$ cat config.mk
export PLATFORM = sky130hd
export DESIGN_NAME = watchdog_interval_timer
export DESIGN_NICKNAME = d
export VERILOG_FILES = /design/src/core/watchdog_pkg.sv /design/src/core/clock_tap_select.sv /design/src/core/watchdog_interval_timer.sv
export SDC_FILE = /design/constraint.sdc
export NUM_CORES = 1
export LEC_CHECK = 0
export ABC_AREA = 0
export BUFFER_PORTS_ARGS = -buffer_cell sky130_fd_sc_hd__clkbuf_2
export CORE_MARGIN = 1.5
export CORE_UTILIZATION = 58
export DETAILED_ROUTE_END_ITERATION = 8
export PLACE_DENSITY = 0.95
export SLEW_MARGIN = 40
export SYNTH_ARGS = -nofsm -noshare
export SYNTH_HDL_FRONTEND = slang
export SYNTH_SLANG_ARGS = --single-unit
$ cat constraint.sdc
create_clock -name i_clock -period 5 [get_ports i_clock]
set_input_delay 0.5 -clock i_clock [delete_from_list [all_inputs] [get_ports i_clock]]
set_output_delay 0.5 -clock i_clock [all_outputs]
set_load 0.02 [all_outputs]
$ cat src/core/watchdog_pkg.sv
package watchdog_pkg;
	// ==========================================
	// Register addresses (byte addresses of the peripheral space)
	localparam logic [31:0] TCS_ADDR = 32'hFFFF8610;
	localparam logic [31:0] CNT_RD_ADDR = 32'hFFFF8611;
	localparam logic [31:0] RCS_WR_ADDR = 32'hFFFF8612;
	localparam logic [31:0] RCS_RD_ADDR = 32'hFFFF8613;
	// ==========================================
	// Word-write key bytes in the upper half of the written word
	localparam logic [7:0] KEY_TCS_CNT = 8'hA5;
	localparam logic [7:0] KEY_CNT = 8'h5A;
	localparam logic [7:0] KEY_RCS_FLAG = 8'hA5;
	localparam logic [7:0] KEY_RCS_CTRL = 8'h5A;
	// ==========================================
	// Field positions
	localparam int FLAG_BIT = 7;
	localparam int MODE_BIT = 6;
	localparam int ENABLE_BIT = 5;
	localparam int RSTE_BIT = 6;
	// ==========================================
	// Reset values
	localparam logic [7:0] TCS_RESET = 8'h18;
	localparam logic [7:0] CNT_RESET = 8'h00;
	localparam logic [7:0] RCS_RESET = 8'h1F;
	localparam logic [1:0] TCS_FIXED_ONES = 2'h3;
	localparam logic [4:0] RCS_FIXED_ONES = 5'h1F;
	// ==========================================
	// Bus access sizes
	typedef enum logic [1:0] {
		SIZE_BYTE = 2'b00,
		SIZE_WORD = 2'b01,
		SIZE_LONG = 2'b10
	} access_size_t;
	// ==========================================
	// Prescaler: 13 bits covers the largest divide of 8192
	localparam int PRESCALE_WIDTH = 13;
	// Overflow pulse width in system clocks for the external pin and chip reset
	localparam int PULSE_CYCLES = 128;
	localparam logic [7:0] PULSE_COUNT = 8'(PULSE_CYCLES - 1);
endpackage : watchdog_pkg

$ cat src/core/clock_tap_select.sv
// Picks one of eight prescaler taps and emits a one-cycle count strobe on its rising edge
module clock_tap_select
	import watchdog_pkg::*;
(
	// Clock and reset
	input wire logic i_clock,
	input wire logic i_rst_n,
	input wire logic i_clk_en,
	// Control
	input wire logic i_run,
	input wire logic [2:0] i_select,
	// Strobe
	output logic o_tick
);
	logic [PRESCALE_WIDTH-1:0] prescale;
	logic tap;
	logic tap_prev;

	// Divides 2,64,128,256,512,1024,4096,8192 use bits 0,5,6,7,8,9,11,12
	always_comb begin
		case (i_select)
			3'h0: tap = prescale[0];
			3'h1: tap = prescale[5];
			3'h2: tap = prescale[6];
			3'h3: tap = prescale[7];
			3'h4: tap = prescale[8];
			3'h5: tap = prescale[9];
			3'h6: tap = prescale[11];
			3'h7: tap = prescale[12];
			default: tap = 1'b0;
		endcase
	end

	// Prescaler held clear while stopped so the first strobe comes after half an interval
	always_ff @(posedge i_clock or negedge i_rst_n) begin
		if (!i_rst_n) begin
			prescale <= '0;
			tap_prev <= 1'b0;
			o_tick <= 1'b0;
		end else if (i_clk_en) begin
			if (!i_run) begin
				prescale <= '0;
				tap_prev <= 1'b0;
				o_tick <= 1'b0;
			end else begin
				prescale <= prescale + PRESCALE_WIDTH'(1);
				tap_prev <= tap;
				o_tick <= tap & ~tap_prev;
			end
		end
	end
endmodule : clock_tap_select

$ cat src/core/watchdog_interval_timer.sv
// Operation
// - Watchdog overflow drives active-low overflow pin
// - Optional chip reset with watchdog overflow
// - Interval mode overflow raises timer interrupt
// - Overflow strobe pulses the wake output; standby clears the enable, so no overflow occurs in standby
// - Eight selectable internal count clock sources
// - One channel shared by both modes
// - Writes accepted only as word transfers
// - Reads served only as byte transfers
// - Flag bit seven clears only on a written zero after a read, or in standby
// - Reset status written and read at different addresses
// - Eight-bit up-counter overflows from FF to 00
module watchdog_interval_timer
	import watchdog_pkg::*;
(
	// Clock and reset
	input wire logic i_clock,
	input wire logic i_rst_n,
	input wire logic i_clk_en,
	// Register access port
	input wire logic i_req,
	input wire logic i_write,
	input wire logic [31:0] i_addr,
	input wire logic [1:0] i_size,
	input wire logic [15:0] i_wdata,
	output logic [7:0] o_rdata,
	output logic o_ack,
	// Standby control
	input wire logic i_standby,
	// Events
	output logic o_overflow_out_n,
	output logic o_chip_reset,
	output logic o_interval_irq,
	output logic o_standby_wake
);
	logic [7:0] timer_count;
	logic ovf_flag;
	logic mode_watchdog;
	logic timer_enable;
	logic [2:0] clock_select;
	logic wovf_flag;
	logic reset_enable;
	logic tick;
	logic overflow;
	logic [7:0] pulse_count;
	logic pulse_active;
	logic ovf_read;
	logic wovf_read;
	logic wr_word;
	logic rd_byte;
	logic [7:0] wkey;
	logic [7:0] wbyte;

	// ==========================================
	// Bus decode
	// word writes
	assign wr_word = i_req & i_write & (i_size == SIZE_WORD);
	assign rd_byte = i_req & ~i_write & (i_size == SIZE_BYTE);
	assign wkey = i_wdata[15:8];
	assign wbyte = i_wdata[7:0];

	// ==========================================
	// Count clock
	// eight sources
	clock_tap_select u_tap (
		.i_clock(i_clock),
		.i_rst_n(i_rst_n),
		.i_clk_en(i_clk_en),
		.i_run(timer_enable),
		.i_select(clock_select),
		.o_tick(tick)
	);

	assign overflow = tick & timer_enable & (timer_count == 8'hFF);

	// ==========================================
	// Counter
	// single channel
	always_ff @(posedge i_clock or negedge i_rst_n) begin
		if (!i_rst_n) begin
			timer_count <= CNT_RESET;
		end else if (i_clk_en) begin
			if (!timer_enable) begin
				timer_count <= CNT_RESET;
			end else if (wr_word && i_addr == TCS_ADDR && wkey == KEY_CNT) begin
				timer_count <= wbyte;
			end else if (tick) begin
				timer_count <= timer_count + 8'h01;
			end
		end
	end

	// ==========================================
	// Control and status
	// Standby clears mode, enable and flag; the clock select survives
	always_ff @(posedge i_clock or negedge i_rst_n) begin
		if (!i_rst_n) begin
			ovf_flag <= TCS_RESET[FLAG_BIT];
			mode_watchdog <= TCS_RESET[MODE_BIT];
			timer_enable <= TCS_RESET[ENABLE_BIT];
			clock_select <= TCS_RESET[2:0];
		end else if (i_clk_en) begin
			if (i_standby) begin
				ovf_flag <= 1'b0;
				mode_watchdog <= 1'b0;
				timer_enable <= 1'b0;
			end else begin
				if (wr_word && i_addr == TCS_ADDR && wkey == KEY_TCS_CNT) begin
					mode_watchdog <= wbyte[MODE_BIT];
					timer_enable <= wbyte[ENABLE_BIT];
					clock_select <= wbyte[2:0];
				end
				// interval flag; set wins over clear
				if (overflow && !mode_watchdog) begin
					ovf_flag <= 1'b1;
				// clear only on written zero after a read
				end else if (wr_word && i_addr == TCS_ADDR && wkey == KEY_TCS_CNT && !wbyte[FLAG_BIT] && ovf_read) begin
					ovf_flag <= 1'b0;
				end
			end
		end
	end

	// Reset control register survives the self-generated chip reset
	always_ff @(posedge i_clock or negedge i_rst_n) begin
		if (!i_rst_n) begin
			wovf_flag <= RCS_RESET[FLAG_BIT];
			reset_enable <= RCS_RESET[RSTE_BIT];
		end else if (i_clk_en) begin
			if (i_standby) begin
				wovf_flag <= 1'b0;
				reset_enable <= 1'b0;
			end else begin
				if (wr_word && i_addr == RCS_WR_ADDR && wkey == KEY_RCS_CTRL) begin
					reset_enable <= wbyte[RSTE_BIT];
				end
				if (overflow && mode_watchdog) begin
					wovf_flag <= 1'b1;
				end else if (wr_word && i_addr == RCS_WR_ADDR && wkey == KEY_RCS_FLAG && !wbyte[FLAG_BIT] && wovf_read) begin
					wovf_flag <= 1'b0;
				end
			end
		end
	end

	// Flags must be seen set by a read before a clear is honoured
	always_ff @(posedge i_clock or negedge i_rst_n) begin
		if (!i_rst_n) begin
			ovf_read <= 1'b0;
			wovf_read <= 1'b0;
		end else if (i_clk_en) begin
			if (!ovf_flag) begin
				ovf_read <= 1'b0;
			end else if (rd_byte && i_addr == TCS_ADDR) begin
				ovf_read <= 1'b1;
			end
			if (!wovf_flag) begin
				wovf_read <= 1'b0;
			end else if (rd_byte && i_addr == RCS_RD_ADDR) begin
				wovf_read <= 1'b1;
			end
		end
	end

	// ==========================================
	// Watchdog overflow pulse
	always_ff @(posedge i_clock or negedge i_rst_n) begin
		if (!i_rst_n) begin
			pulse_count <= 8'h00;
			pulse_active <= 1'b0;
			o_overflow_out_n <= 1'b1;
			o_chip_reset <= 1'b0;
		end else if (i_clk_en) begin
			if (overflow && mode_watchdog) begin
				pulse_active <= 1'b1;
				pulse_count <= PULSE_COUNT;
				o_overflow_out_n <= 1'b0;
				o_chip_reset <= reset_enable;
			end else if (pulse_active) begin
				if (pulse_count == 8'h00) begin
					pulse_active <= 1'b0;
					o_overflow_out_n <= 1'b1;
					o_chip_reset <= 1'b0;
				end else begin
					pulse_count <= pulse_count - 8'h01;
				end
			end
		end
	end

	// ==========================================
	// Interrupt and standby wake
	always_ff @(posedge i_clock or negedge i_rst_n) begin
		if (!i_rst_n) begin
			o_interval_irq <= 1'b0;
			o_standby_wake <= 1'b0;
		end else if (i_clk_en) begin
			o_interval_irq <= ovf_flag | (overflow & ~mode_watchdog);
			o_standby_wake <= overflow;
		end
	end

	// ==========================================
	// Read data, one cycle after the request
	always_ff @(posedge i_clock or negedge i_rst_n) begin
		if (!i_rst_n) begin
			o_rdata <= 8'h00;
			o_ack <= 1'b0;
		end else if (i_clk_en) begin
			o_ack <= i_req;
			o_rdata <= 8'h00;
			if (rd_byte) begin
				case (i_addr)
					TCS_ADDR: o_rdata <= {ovf_flag, mode_watchdog, timer_enable, TCS_FIXED_ONES, clock_select};
					CNT_RD_ADDR: o_rdata <= timer_count;
					RCS_RD_ADDR: o_rdata <= {wovf_flag, reset_enable, 1'b0, RCS_FIXED_ONES};
					default: o_rdata <= 8'h00;
				endcase
			end
		end
	end
endmodule : watchdog_interval_timer

==> impl_metrics.tcl, run 1 <==
set metrics [dict create \
    fmax_mhz 408 \
    rsz0062_at_grt "no" \
    arrival_ns 2.65 \
    dieHeight_um 75.7 \
    avgSynthCellArea_um2 9.44 \
    yosysSeqAreaShare_pct 44.9 \
    rows 26 \
    dr.first_iter.drc_count 248 \
    cts.sink_count 55 \
    dp.cells 450 \
    crit_fanout 13 \
    ys.flop_type "dfrtp_1" \
    fin_cells 458 \
    p_comb_share_pct 11.0 \
    path_clk_slew_ns 0.10 \
    drive_gt1_share_pct 23.5 \
    synth_compound_area_share_pct 15.2 \
    ys_ff_latch 55 \
    core_um2 5110 \
    num-nets-final 447 \
    post-cts-setup-buffer-count 0 \
    gp_congestion 0.933 \
    synthMuxAreaShare_pct 5.30 \
    grt_pass1_vias 2646 \
    yosysTopAreaCell "dfrtp_1" \
    grt_pass1_wl_um 12100 \
    drc_errors 0 \
    fin_crit_ns 2.45 \
    firstDrtPassIters 4 \
    pwr-share-clk_pct 34.5 \
    p_sw_mw 0.220 \
    dp_hpwl_um 5440 \
    cts_inserted_buffers 5 \
    cts_tree "done" \
    ant_nets 0 \
    synth_top_family_by_area "simple AND/OR/NAND/NOR gates" \
    synth_commonest_cells "dfrtp_1 (54), nand2_1 (41), nor2_1 (24), nand3_1 (16), o21ai_0 (15)" \
    pwr-share-seq_pct 54.5 \
    power.internal_mw 0.643 \
    io_pins 69 \
    synth-adder-area-share_pct 1.63 \
    grt_usage_pct 27.6 \
    worstSkewPairLatency_ns 0.31 \
    cts-hold-fix-buffers 0 \
    worstSetupStartpoint "i_addr[0]" \
    grt_start_max_net_pins 56 \
    clock-root-buffer "clkbuf_8" \
    hold_viol 0 \
    status "finished clean" \
    portBuffers 68 \
    fin_skew_ns 0.00918 \
    yosysTopAreaCellShare_pct 44.0 \
    wl_per_cell_um 16.1 \
    dieArea_um2 5740 \
    p_leak_nw 1.68 \
    syn_to_final_growth_pct 15.9 \
    setup_viol 0 \
    cap_viol_max_count 0 \
    cts_resized 0 \
    crit_type "input port to register" \
    crit_path_max_incr_delay_ns 0.54 \
    clock_path_buffers 2 \
    h-tree-depth 2 \
    vdd_drop_max_mv 0.124 \
    synth.most_common_cell "dfrtp_1" \
    fillers 385 \
    synth_area_um2 3070 \
    met1_length_um 2960 \
    avgViaCountPerCell 6.18 \
    ys_warn_count 0 \
    p_per_area_nw_per_um2 243 \
    cp.required_ns 5.20 \
    dr_wl_met3_um 521 \
    hold_class "input port to async pin" \
    worst_pin_slew_ns 0.813 \
    synth_simple_gate_area_share_pct 25.5 \
    dr.max_layer_used "met4" \
    path_cells "clkbuf_2, nor4bb_1, nand3_1, nor4_1, and2_0, mux2_2" \
    start_util_pct 60.1 \
    syn-num-nets 385 \
    critPathLaunchType "input port" \
    routed_wl_um 7360 \
    endpoint_kind "register" \
    synthArstFlopShare_pct 100 \
    antenna_found_initial 0 \
    synthXorXnorAreaFrac_pct 3.71 \
    slew_viol_final 0 \
    switching_share_pct 25.4 \
    synth_edf_count 0 \
    post-route-period-util_pct 49.1 \
    synth.lib_cells_used.distinct 52 \
    synthTopCellsByArea "dfrtp_1 (44%), nand2_1 (5.0%), xor2_1 (3.1%)" \
    reg2reg_from "timer_enable" \
    dr_total_vias 2831 \
    cp_slowest_cell "nor4bb_1" \
    route.met2.wl_um 3690 \
    antenna_cells 0 \
    grt_overflow 0 \
    setup_tns_ns 0 \
    fp.dieW_um 75.7 \
    syn_inst 325 \
    max_slew_margin_pct 45.3 \
]
## power by group through the flow
| stage | Clock (mW) | Sequential, mW | Combinational [mW] |
|---|---|---|---|
| floorplan | 0 | 0.472 | 0.0512 |
| global placement | 0 | 0.478 | 0.0910 |
| detailed placement | 0 | 0.478 | 0.0948 |
| CTS | 0.298 | 0.469 | 0.0951 |
| global route | 0.315 | 0.472 | 0.105 |
| finish | 0.298 | 0.470 | 0.0950 |
## through the flow
stage / cell area [um^2] / power, mW / util [%] / hold WS (ns) / setup WS, ns
finish: 3550 / 0.863 / 69.6 / 0.295 / 2.55
global route: 3550 / 0.892 / 69.6 / 0.362 / 2.36
CTS: 3550 / 0.863 / 69.6 / 0.331 / 2.59
detailed placement: 3440 / 0.573 / 67.4 / 0.445 / 2.28
global placement: 3440 / 0.569 / 67.4 / 0.434 / 2.37
floorplan: 3070 / 0.523 / - / 0.204 / 2.58
## flip-flops by register name, indices dropped and copies added, names as in the netlist, 3 cells and up
register and count:
o_rdata 8, pulse_count 8, clock_select 3, u_tap.prescale 13, timer_count 8
## kinds of logic after synthesis
family          count (synthesis)
xor+xnor                       13
simple gates                  144
compound gates                 68
buf+inv                        28
mux                            13
fa+ha+maj                       4
flops                          55
## metal layers
layer,vias to the layer above,track usage [%]
met4,0,10.9
met1,1336,35.7
met3,22,5.29
met2,155,46.1
li1,1318,-
met5,-,0
## critical path, delay by kind of cell
kind | cells | cell delay (ns)
AND/OR/NAND/NOR | 4 | 1.56
buffers and inverters | 1 | 0.21
multiplexers | 1 | 0.38
## final cells by class
class                   count  area, um^2  area share (%)
flip-flops and latches     55        1380            38.8
inverters                  14        52.6            1.48
multi-input cells         242        1580            44.4
clock buffers               5        68.8            1.94
repair buffers             69         348            9.79
well taps                  70        87.6            2.46
clock inverters             3        43.8            1.23
## cell usage in the layout (no fill, tap or decap), drive strengths merged, types with 3 or more instances in the layout
cell / n
and2: 4
nor4: 5
o221ai: 3
nand2: 41
o21ai: 15
or3: 5
mux2i: 5
mux2: 6
and4: 3
o2111ai: 3
o211ai: 6
and3: 3
ha: 4
nor3: 10
clkbuf: 73
nor4bb: 7
nor2: 24
nand3: 16
nand4: 10
nor3b: 3
a22oi: 5
dfrtp: 54
o2bb2ai: 5
xor2: 11
a21oi: 11
a21o: 6
inv: 14
nand4b: 3
a31oi: 3
## path summary, 6_finish.rpt
check,end,depth (start not counted),slack [ns]
worst max-delay path,clock_select[1],6,2.55
worst min-delay path,u_tap.prescale[6],2,0.30
worst max register to register,wovf_flag,4,2.68
worst min register to register,u_tap.o_tick,1,0.46
max in group asynchronous,pulse_count[6],2,4.24
min in group i_clock,timer_count[4],3,0.44
Note: power is estimated with default switching activity, not from simulation.
==> run 2: changes to the inputs <==
CORE_UTILIZATION = 54   (was 58)
PLACE_DENSITY = 0.9   (was 0.95)
clock period = 2.5 ns   (was 5 ns; I/O delays follow)
==> impl_metrics.tcl, run 2 (synthesis gave the netlist of run 1 again) <==
set metrics [dict create \
    r2r_setup_slack_ns 0.57 \
    dp.cells 461 \
    arrival_ns 2.23 \
    worst_pin_slew_ns 0.657 \
    top_register "u_tap.prescale" \
    grt_start_max_net_pins 23 \
    dr_total_vias 2880 \
    cap_viol_max_count 0 \
    crit_type "input port to register" \
    layout_common_cells "clkbuf_2 (68), dfrtp_1 (54), nand2_1 (41)" \
    dr.first_iter.drc_count 168 \
    syn_to_final_growth_pct 18.1 \
    gp_congestion 0.876 \
    fp.dieW_um 78.4 \
    p_per_area_nw_per_um2 465 \
    crit_end "clock_select[1]" \
    dieArea_um2 6140 \
    drc_errors 0 \
    h-tree-depth 2 \
    avgViaCountPerCell 6.13 \
    cts_tree "done" \
    max_slew_margin_pct 56.0 \
    grt_pass1_wl_um 12300 \
    fmax_mhz 496 \
    portBuffers 68 \
    fin_crit_ns 2.02 \
    setup_tns_ns 0 \
    dpl_cell_area_um2 3510 \
    dieHeight_um 78.4 \
    io_pins 69 \
    rr_endpoint "wovf_flag" \
    final_common_cell "clkbuf_2" \
    largest_reg_flops 13 \
    grt_overflow 0 \
    crit_fanout 5 \
    use_met2_pct 45.2 \
    grtUsageMet1_pct 31.4 \
    routed_wl_um 7460 \
    start_util_pct 55.7 \
    grtUsageMet3_pct 4.77 \
    dp_hpwl_um 5740 \
    worstSkewPairLatency_ns 0.32 \
    cts.sink_count 55 \
    post-route-period-util_pct 80.7 \
    antenna_found_initial 0 \
    cts_inserted_buffers 5 \
    final_area_um2 3620 \
    status "finished clean" \
    rsz0062_at_grt "no" \
    ant_nets 0 \
    setup_viol 0 \
    rows 27 \
    vdd_drop_max_mv 0.335 \
    fin_skew_ns 0.00529 \
    firstDrtPassIters 4 \
    drive_gt1_share_pct 24.9 \
    path_clk_slew_ns 0.10 \
    core_um2 5510 \
    grt_usage_pct 25.5 \
    fin_cells 470 \
    critPathLaunchType "input port" \
    fin_util_pct 65.8 \
    clock-root-buffer "clkbuf_8" \
    num-nets-final 457 \
    p_leak_nw 1.72 \
    hold_class "input port to register" \
    cp.required_ns 2.71 \
    endpoint_kind "register" \
    antenna_cells 0 \
    worstSetupStartpoint "i_size[1]" \
    busiest_layer "met2" \
    wl_per_cell_um 15.9 \
    rr_worst_depth 6 \
    slew_viol_final 0 \
    hold_viol 0 \
    grt_pass1_vias 2779 \
    reg2reg_from "timer_count[0]" \
    whs_ns 0.171 \
    clock_path_buffers 2 \
]
## run 2: layout make-up
type,count,area [um^2]
multi-input combinational,242,1580
inverter,14,52.6
sequential,55,1380
timing repair buffer,79,425
clock buffer,8,100
tap,72,90.1
fill,419,1880
## run 2: routing by layer
metal	up-vias	wire length, um
li1	1341	-
met1	1382	3040
met2	142	3700
met3	15	581
met4	0	139
met5	-	0
## run 2: how the worst min path moves through the flow
stage,cells after the start,from,slack (ns),end
finish,2,i_wdata[5],0.17,timer_enable
global route,2,i_wdata[5],0.17,timer_enable
CTS,2,i_wdata[5],0.16,timer_enable
detailed placement,1,i_rst_n,0.17,u_tap.prescale[1]
global placement,1,i_rst_n,0.16,u_tap.prescale[1]
floorplan,0,i_rst_n,-0.05,clock_select[0]
## run 2: report_power, final
part           switching [mW]  internal [mW]
combinational           0.118         0.0874
sequential             0.0257          0.910
clock                   0.290          0.254
## run 2: worst max-delay path, stage by stage
cell,delay [ns]
clkbuf_2,0.08
nand4b_1,0.20
or4_4,0.53
nor4_1,0.39
and2_0,0.40
mux2_2,0.38
## run 2: through the flow
stage	total power, mW	setup WS [ns]
6_report	1.68	0.482
2_1_floorplan	1.05	0.334
5_1_grt	1.74	0.425
4_1_cts	1.69	0.496
3_5_place_dp	1.16	0.154
3_3_place_gp	1.15	0.226
## run 2: repair_timing
action	CTS	global route
hold buffers	1	0
buffers inserted	0	0
gates resized for setup	0	0
endpoints found under the hold margin	12	0
